**src/hw/pmac_pkg.sv**
```systemverilog
package pmac_pkg;

	// Register byte addresses on the peripheral bus.
	localparam logic [8:0] PMAC_ADDR_OP1_UMUL = 9'h130;
	localparam logic [8:0] PMAC_ADDR_OP1_SMUL = 9'h132;
	localparam logic [8:0] PMAC_ADDR_OP1_UACC = 9'h134;
	localparam logic [8:0] PMAC_ADDR_OP1_SACC = 9'h136;
	localparam logic [8:0] PMAC_ADDR_OP2 = 9'h138;
	localparam logic [8:0] PMAC_ADDR_RESULT_LOW_WORD = 9'h13A;
	localparam logic [8:0] PMAC_ADDR_RESULT_HIGH_WORD = 9'h13C;
	localparam logic [8:0] PMAC_ADDR_SUM_EXTENSION_WORD = 9'h13E;

	// Widths and reset values.
	localparam int PMAC_ADDR_W = 9;
	localparam int PMAC_DATA_W = 16;
	localparam logic [15:0] PMAC_RESET_WORD = 16'h0000;
	localparam logic [15:0] PMAC_ALL_ONES = 16'hFFFF;
	localparam logic [15:0] PMAC_CARRY_ONE = 16'h0001;
	localparam int PMAC_BYTE_SIGN = 7;

	// Cycle budget from operand two write to settled result.
	localparam int PMAC_RESULT_CYCLES = 3;

	typedef enum logic [1:0] {
		PMAC_UMUL,
		PMAC_SMUL,
		PMAC_UACC,
		PMAC_SACC
	} pmac_mode_e;

	// One processor access to the peripheral space.
	typedef struct packed {
		logic wr;
		logic rd;
		logic byte_acc;
		logic [8:0] addr;
		logic [15:0] wdata;
	} pmac_req_s;

endpackage : pmac_pkg
```
**src/hw/pmac_core.sv**
```systemverilog
`timescale 1ns/1ps
`default_nettype none

module pmac_core
	import pmac_pkg::*;
(
	input wire logic mclk,
	input wire logic reset_n,
	input wire pmac_req_s bus_req,
	output logic [15:0] rdata,
	output logic rvalid,
	output logic busy
);

	logic [15:0] op1_q;
	logic [15:0] op2_q;
	pmac_mode_e mode_q;
	logic [15:0] result_low_word_q;
	logic [15:0] result_high_word_q;
	logic [15:0] sum_extension_word_q;
	logic start_q;
	logic signed_sel;
	logic [15:0] wdata_ext;
	logic [32:0] prod;
	logic [32:0] acc_sum;
	logic signed_mode;
	logic wr_op1;
	logic wr_op2;
	pmac_mode_e wr_mode;

	// A byte write in a signed mode is widened with its sign; word writes pass through.
	assign signed_mode = (mode_q == PMAC_SMUL) || (mode_q == PMAC_SACC);
	assign signed_sel = wr_op1 ? (wr_mode == PMAC_SMUL || wr_mode == PMAC_SACC) : signed_mode;
	always_comb begin
		if (bus_req.byte_acc) begin
			wdata_ext = {{8{signed_sel & bus_req.wdata[PMAC_BYTE_SIGN]}}, bus_req.wdata[7:0]};
		end else begin
			wdata_ext = bus_req.wdata;
		end
	end

	// Address decode of the four operand-one aliases and the trigger register.
	always_comb begin
		wr_op1 = 1'b0;
		wr_mode = mode_q;
		if (bus_req.wr) begin
			unique case (bus_req.addr)
				PMAC_ADDR_OP1_UMUL: begin
					wr_op1 = 1'b1;
					wr_mode = PMAC_UMUL;
				end
				PMAC_ADDR_OP1_SMUL: begin
					wr_op1 = 1'b1;
					wr_mode = PMAC_SMUL;
				end
				PMAC_ADDR_OP1_UACC: begin
					wr_op1 = 1'b1;
					wr_mode = PMAC_UACC;
				end
				PMAC_ADDR_OP1_SACC: begin
					wr_op1 = 1'b1;
					wr_mode = PMAC_SACC;
				end
				default: begin
					wr_op1 = 1'b0;
				end
			endcase
		end
	end
	assign wr_op2 = bus_req.wr && (bus_req.addr == PMAC_ADDR_OP2);

	// Operand one and its mode persist until software rewrites them.
	always_ff @(posedge mclk) begin
		if (!reset_n) begin
			op1_q <= PMAC_RESET_WORD;
			mode_q <= PMAC_UMUL;
		end else if (wr_op1) begin
			op1_q <= wdata_ext;
			mode_q <= wr_mode;
		end
	end

	// Operand two is stored and raises a one-cycle start; operand one never does.
	always_ff @(posedge mclk) begin
		if (!reset_n) begin
			op2_q <= PMAC_RESET_WORD;
			start_q <= 1'b0;
		end else begin
			start_q <= wr_op2;
			if (wr_op2) begin
				op2_q <= wdata_ext;
			end
		end
	end

	// The product is formed in one cycle so the result settles well inside the budget.
	always_comb begin
		if (signed_mode) begin
			prod = {{1{1'b0}}, 32'($signed(op1_q) * $signed(op2_q))};
		end else begin
			prod = {1'b0, 32'(op1_q * op2_q)};
		end
		acc_sum = {1'b0, result_high_word_q, result_low_word_q} + {1'b0, prod[31:0]};
	end

	// Result update; the signed-multiply high word already has the sign in its top bit.
	always_ff @(posedge mclk) begin
		if (!reset_n) begin
			result_low_word_q <= PMAC_RESET_WORD;
			result_high_word_q <= PMAC_RESET_WORD;
			sum_extension_word_q <= PMAC_RESET_WORD;
		end else if (start_q) begin
			unique case (mode_q)
				PMAC_UMUL: begin
					result_low_word_q <= prod[15:0];
					result_high_word_q <= prod[31:16];
					sum_extension_word_q <= PMAC_RESET_WORD;
				end
				PMAC_SMUL: begin
					result_low_word_q <= prod[15:0];
					result_high_word_q <= prod[31:16];
					sum_extension_word_q <= prod[31] ? PMAC_ALL_ONES : PMAC_RESET_WORD;
				end
				PMAC_UACC: begin
					result_low_word_q <= acc_sum[15:0];
					result_high_word_q <= acc_sum[31:16];
					sum_extension_word_q <= acc_sum[32] ? PMAC_CARRY_ONE : PMAC_RESET_WORD;
				end
				PMAC_SACC: begin
					result_low_word_q <= acc_sum[15:0];
					result_high_word_q <= acc_sum[31:16];
					sum_extension_word_q <= acc_sum[31] ? PMAC_ALL_ONES : PMAC_RESET_WORD;
				end
			endcase
		end else if (bus_req.wr && bus_req.addr == PMAC_ADDR_RESULT_LOW_WORD) begin
			result_low_word_q <= wdata_ext;
		end else if (bus_req.wr && bus_req.addr == PMAC_ADDR_RESULT_HIGH_WORD) begin
			result_high_word_q <= wdata_ext;
		end
	end

	// Read port: registered data one cycle after the read, with no side effects.
	always_ff @(posedge mclk) begin
		if (!reset_n) begin
			rdata <= PMAC_RESET_WORD;
			rvalid <= 1'b0;
		end else begin
			rvalid <= bus_req.rd;
			if (bus_req.rd) begin
				unique case (bus_req.addr)
					PMAC_ADDR_OP1_UMUL, PMAC_ADDR_OP1_SMUL,
					PMAC_ADDR_OP1_UACC, PMAC_ADDR_OP1_SACC: rdata <= op1_q;
					PMAC_ADDR_OP2: rdata <= op2_q;
					PMAC_ADDR_RESULT_LOW_WORD: rdata <= result_low_word_q;
					PMAC_ADDR_RESULT_HIGH_WORD: rdata <= result_high_word_q;
					PMAC_ADDR_SUM_EXTENSION_WORD: rdata <= sum_extension_word_q;
					default: rdata <= PMAC_RESET_WORD;
				endcase
			end
		end
	end

	// Informational only; the processor is never stalled by it.
	always_ff @(posedge mclk) begin
		if (!reset_n) begin
			busy <= 1'b0;
		end else begin
			busy <= wr_op2;
		end
	end
endmodule : pmac_core

`default_nettype wire

```
**config.mk**
```make
export PLATFORM = sky130hd
export DESIGN_NAME = pmac_core
export DESIGN_NICKNAME = d
export VERILOG_FILES = /design/src/hw/pmac_pkg.sv /design/src/hw/pmac_core.sv
export SDC_FILE = /design/constraint.sdc
export NUM_CORES = 1
export LEC_CHECK = 0
export BUFFER_PORTS_ARGS = -buffer_cell sky130_fd_sc_hd__buf_2
export CORE_MARGIN = 4
export CORE_UTILIZATION = 65
export DETAILED_ROUTE_END_ITERATION = 10
export MAX_ROUTING_LAYER = met4
export PLACE_DENSITY = 0.82
export SLEW_MARGIN = 10
export SYNTH_ARGS = -nofsm -noshare
export SYNTH_HDL_FRONTEND = slang
export SYNTH_SLANG_ARGS = --single-unit
```
**constraint.sdc**
```tcl
create_clock -name mclk -period 14.3 [get_ports mclk]
set_input_delay 1.43 -clock mclk [delete_from_list [all_inputs] [get_ports mclk]]
set_output_delay 1.43 -clock mclk [all_outputs]
set_load 0.05 [all_outputs]
```
==> run summary, run 1 <==
post-cts resize count = 0
Post-synth EDFFs = 0
DRC = 0
area taken by multi-input logic gates = 16400 um^2
crit path time final = 9680 ps
Num CTS Buffers = 9
worst rel slew slack = 21.1%
Cells after DPL = 2746
total gr overflow = 0
PwrDens = 24.7 nW/um^2
Worst setup EP type = flop
register area share after synthesis = 8.42%
FILL cells = 2481
Synth Net Count = 2967
Register Area = 1730 um^2
CTS Sinks = 86
post-synth top area cell = fa_1
clk slew on worst S/H paths = 60 ps
fin crit share = 67.7%
Setup CP Type = flop to flop
final cell count without fillers = 2762
number of distinct library cells after synthesis = 76
sw frac = 25.9%
Worst Setup EP = sum_extension_word_q[0]
FF+latch count, synth = 86
Routed Antenna Nets = 0
VDD IR max = 0.0546 mV
Crit. Startpoint = op1_q[8]
final setup fails = 0
DR pass1 iterations = 5
CTS tree = done
reg-to-reg setup timing slack = 4620 ps
R2R cell count = 32
Fin Setup TNS = 0 ps
GPL Wtd Cong = 0.993
Synth Area per Inst = 8.58 um^2
synthesized instance count = 2385
# rows = 64
CP peak stage delay = 970 ps
Slew Limit Fails = 0
top-count cell post-synth = inv_1
share of layout cells above drive strength 1 = 5.92%
HP Class = flop to flop
Bufs on Longest Clock Path = 2
synth cell count leaders = inv_1, fa_1, nand2_1, ha_1, a21oi_1
area delta synth->final = 3.68%
DR vias = 16700
Nets = 2943
die extent in y = 185 um
clock root cell = clkbuf_16
combinational power share = 7.6%
post-synth top area share = 35.7%
most used cell, CP = fa_1
crit path launch type = flop
Cell Area, Synth = 20500 um^2
DRT iter0 DRCs = 1253
# diodes = 0
RSZ-0062 raised after global routing = false
Cell Int Power = 0.387 mW
fmax = 0.103 GHz
H-tree depth = 3
WL final = 55300 um
Slew @ Worst Pin = 1180 ps
initial antenna violation count = 0
Switching Power = 0.136 mW
Starting Density = 66.3%
PortBufs = 47
crit path DAT = 9910 ps
postcts setup bufs = 0
Die ar. = 34400 um^2
routed len/inst = 20.0 um
total power = 0.523 mW
Lkg Pwr = 10.6 nW
Via density = 6.03
skew final = 11.3 ps
detailed placement HPWL = 44100 um
worst-skew pair later-pin latency = 350 ps
total track usage = 34.5%
top cells by area, synth = fa_1, ha_1, inv_1
top_reg_cell synth = dfxtp_1
worst path required time = 14520 ps
worst r2r dst = sum_extension_word_q[0]
max-cap violations = 0
Die Wd = 185 um
Crit Path Max Fanout = 19
io pins = 48
# hold bufs at CTS = 0
Synthesis Warnings = 0
first-pass GRT wire length = 89500 um
largest net degree at the start of global routing = 65
Core Box Area = 30800 um^2
Flop pwr share = 46.8%
outcome = finished, final reports clean
Slowest cell on crit path = dfxtp_1
asr flop ratio synth = 0%
final hold violations = 0
RR Startpoint = op1_q[8]
vias in the first global route = 17100
Clk pwr share = 45.7%
flip-flops by register name, indices dropped and copies added, names as in the netlist:
| name | cells |
|---|---|
| op1_q | 16 |
| op2_q | 16 |
| rdata | 16 |
| result_high_word_q | 16 |
| result_low_word_q | 16 |
| mode_q | 2 |
| sum_extension_word_q | 2 |
| busy | 1 |
| rvalid | 1 |
layout by cell type, fill, tap and decap left out, drive strengths merged, types with 62 or more instances in the layout:
master	count
and2	127
o21ai	100
nor2	98
fa	365
buf	70
xnor2	62
nand2	242
ha	187
a21oi	142
dfxtp	86
inv	493
per-stage QoR:
stage | worst slack, ps | area [um^2] | util, % | hold slack (ps)
floorplan | 5540 | 20500 | - | 425
global placement | 5010 | 20900 | 67.8 | 443
detailed placement | 4820 | 20900 | 67.8 | 451
CTS | 4740 | 21200 | 68.8 | 461
global route | 4120 | 21200 | 68.8 | 475
finish | 4620 | 21200 | 68.8 | 464
critical path: cells and delay by family, from the launching register on:
family	cells	cell delay [ps]
compound gates	11	2530
xor+xnor	1	80
fa+ha+maj	8	3820
buf+inv	5	300
flops	1	970
mux	1	300
simple gates	6	1550
logic make-up (layout without fill, tap and decap cells):
kind of cell | count (synthesis) | count (layout) | synth area share, %
adders and majority gates | 552 | 552 | 47.2
xor gates and xnor gates | 84 | 84 | 3.60
and+or+nand+nor | 575 | 575 | 13.4
muxes | 55 | 55 | 2.87
DFF | 86 | 86 | 8.42
buffers and inverters | 600 | 581 | 11.3
AOI/OAI and AO/OA | 433 | 433 | 13.2
power by group through the flow:
stage / Clock (mW) / Sequential, mW / Combinational, mW
after CTS: 0.239 / 0.244 / 0.0383
final: 0.239 / 0.245 / 0.0396
after detailed placement: 0 / 0.250 / 0.0383
after global routing: 0.250 / 0.245 / 0.0410
after global placement: 0 / 0.250 / 0.0378
after floorplan: 0 / 0.257 / 0.0147
worst min path at each step:
stage                                           to  cells after the start                startpoint
after floorplan           sum_extension_word_q[14]                      2  sum_extension_word_q[14]
after global placement                    op1_q[4]                      2                  op1_q[4]
after detailed placement  sum_extension_word_q[14]                      2  sum_extension_word_q[14]
after CTS                                 op1_q[2]                      2                  op1_q[2]
after global routing      sum_extension_word_q[14]                      2  sum_extension_word_q[14]
final                                     op1_q[4]                      2                  op1_q[4]
final cells by class:
class                      count  area share (%)
clock buffer                  11            1.10
clock inverter                 5           0.283
inverter                     495            8.76
multi-input combinational   1699            77.5
sequential                    86            8.14
tap                          396            2.34
timing repair buffer          70            1.92
metal layers:
layer  wire, um  vias up  GRT usage (%)
li1           -     7486              -
met1      21500     8166           43.8
met2      25800      809           54.0
met3       4970      189           6.83
met4       3030        0           15.2
met5          0        -              -
No activity file was read; power rests on OpenSTA's default activity.
==> run 2: changes to the inputs <==
CORE_UTILIZATION = 60   (was 65)
PLACE_DENSITY = 0.8   (was 0.82)
clock period = 8.4 ns   (was 14.3 ns; I/O delays follow)
==> run 2 against run 1 <==
Against the previous run: sequential share of layout area fell by 0.31 points; hold slack better by 19 ps; sequential cell count stayed put; critical path type unchanged; largest power group is now the clock network; non-clock buffer count increased by 157; count of clock-buffer cells in the layout decreased by 2.
==> run summary, run 2 (synthesized netlist as in run 1, its figures left out) <==
crit path DAT = 8510 ps
area taken by multi-input logic gates = 16700 um^2
VDD IR max = 0.119 mV
PwrDens = 39.8 nW/um^2
Routed Antenna Nets = 0
commonest non-fill, non-tap cell in the layout = inv_1
RR Startpoint = op2_q[4]
Die Wd = 193 um
Flop pwr share = 45.4%
skew final = 6.75 ps
crit path launch type = flop
DR pass1 iterations = 6
Min-Delay Path Depth = 2
commonest non-fill, non-tap cells in the layout = inv_1, fa_1, nand2_1, ha_1, buf_4
Register Area = 1790 um^2
Slew @ Worst Pin = 1200 ps
detailed placement HPWL = 48800 um
Worst setup EP type = flop
Slew Limit Fails = 0
vias in the first global route = 18100
worst path required time = 8650 ps
Bufs on Longest Clock Path = 2
routed len/inst = 19.9 um
worst-skew pair later-pin latency = 360 ps
CTS tree = done
Slowest cell on crit path = fa_1
Lkg Pwr = 11.5 nW
CP peak stage delay = 550 ps
fmax = 0.121 GHz
total track usage = 33.8%
clock root cell = clkbuf_16
total power = 0.908 mW
final non-filler cell area = 22800 um^2
# diodes = 0
area delta synth->final = 11.6%
Switching Power = 0.248 mW
fin crit share = 98.3%
DRC = 0
# hold bufs at CTS = 0
worst rel slew slack = 19.7%
GPL Wtd Cong = 1.07
first-pass GRT wire length = 94900 um
H-tree depth = 3
final setup fails = 0
Core Box Area = 33600 um^2
hold_sp = sum_extension_word_q[14]
# rows = 67
max-cap violations = 0
CTS Sinks = 86
worst r2r dst = result_high_word_q[12]
most used cell, CP = fa_1
final hold violations = 0
crit path time final = 8260 ps
outcome = finished, final reports clean
Via density = 5.86
Cell Int Power = 0.660 mW
Clk pwr share = 46.9%
Finished Core Util = 67.9%
WL final = 59100 um
reg-to-reg setup timing slack = 140 ps
R2R cell count = 32
Setup CP Type = flop to flop
io pins = 48
largest net degree at the start of global routing = 56
Die ar. = 37100 um^2
placed cell areas = 22200 um^2
Crit Path Max Fanout = 10
PortBufs = 47
sw frac = 27.3%
combinational power share = 7.6%
die extent in y = 193 um
clk slew on worst S/H paths = 70 ps
share of layout cells above drive strength 1 = 14.6%
FILL cells = 2677
Num CTS Buffers = 9
DRT iter0 DRCs = 1691
total gr overflow = 0
Nets = 3100
Starting Density = 60.8%
HP Class = flop to flop
initial antenna violation count = 0
DR vias = 17400
hold path endpoint = sum_extension_word_q[14]
-- run 2: cell types whose count changed in the layout (fill, tap and decap cells not counted), moves of 5 or more --
cell / before / now
buf_4: 23 / 174
dfxtp_1: 83 / 55
o21ai_1: 1 / 8
o21ai_0: 99 / 90
fa_2: 0 / 5
ha_1: 187 / 182
a21oi_2: 1 / 13
a21oi_1: 141 / 129
fa_1: 365 / 360
dfxtp_2: 3 / 21
dfxtp_4: 0 / 10
-- run 2: worst max path at each step --
stage | start | to | slack [ps]
global placement | op1_q[5] | sum_extension_word_q[0] | -110
global route | op2_q[4] | result_high_word_q[15] | -120
finish | op2_q[4] | result_high_word_q[12] | 140
CTS | op1_q[9] | sum_extension_word_q[0] | 20
floorplan | op1_q[9] | sum_extension_word_q[0] | 10
detailed placement | op1_q[11] | sum_extension_word_q[0] | -290
-- run 2: through the flow --
step,instances,setup slack (ps),TNS [ps],hold slack (ps)
finish,2971,139,0,483
global route,2971,-119,-668,508
CTS,2963,22.1,0,480
detailed placement,2946,-290,-816,465
global placement,2946,-110,-179,461
floorplan,2385,11.9,0,425
-- run 2: worst max-delay path, delay by kind of cell, from the launching register on --
family	cells	cell delay [ps]
flops	1	370
fa+ha+maj	8	3490
simple gates	4	810
buf+inv	6	610
compound gates	12	2480
xor+xnor	2	390
-- run 2: what timing repair did --
action | CTS | global route
pin swaps | 5 | 26
setup buffers | 1 | 8
setup endpoints to repair | 6 | 13
gates resized for setup | 34 | 64
-- run 2: final cells by class --
type | count | share of cell area (%)
Timing Repair Buffer | 227 | 7.20
Clock buffer | 9 | 0.987
Sequential cell | 86 | 7.82
Tap cell | 448 | 2.46
Multi-Input combinational cell | 1699 | 73.0
Clock inverter | 7 | 0.351
Inverter | 495 | 8.14
-- run 2: per-layer routing --
layer | up-vias | global-route usage, % | share of wire [%]
met4 | 0 | 13.2 | 4.5
met5 | - | - | 0
met2 | 825 | 53.7 | 47
met1 | 8625 | 43.9 | 39
met3 | 172 | 5.39 | 8.8
li1 | 7797 | - | -
-- run 2: power groups by stage --
stage,sequential (mW),clock [mW],combinational (mW)
6_report,0.413,0.426,0.0694
4_1_cts,0.414,0.426,0.0671
3_5_place_dp,0.425,0,0.0669
3_3_place_gp,0.425,0,0.0660
2_1_floorplan,0.437,0,0.0253
5_1_grt,0.413,0.439,0.0719
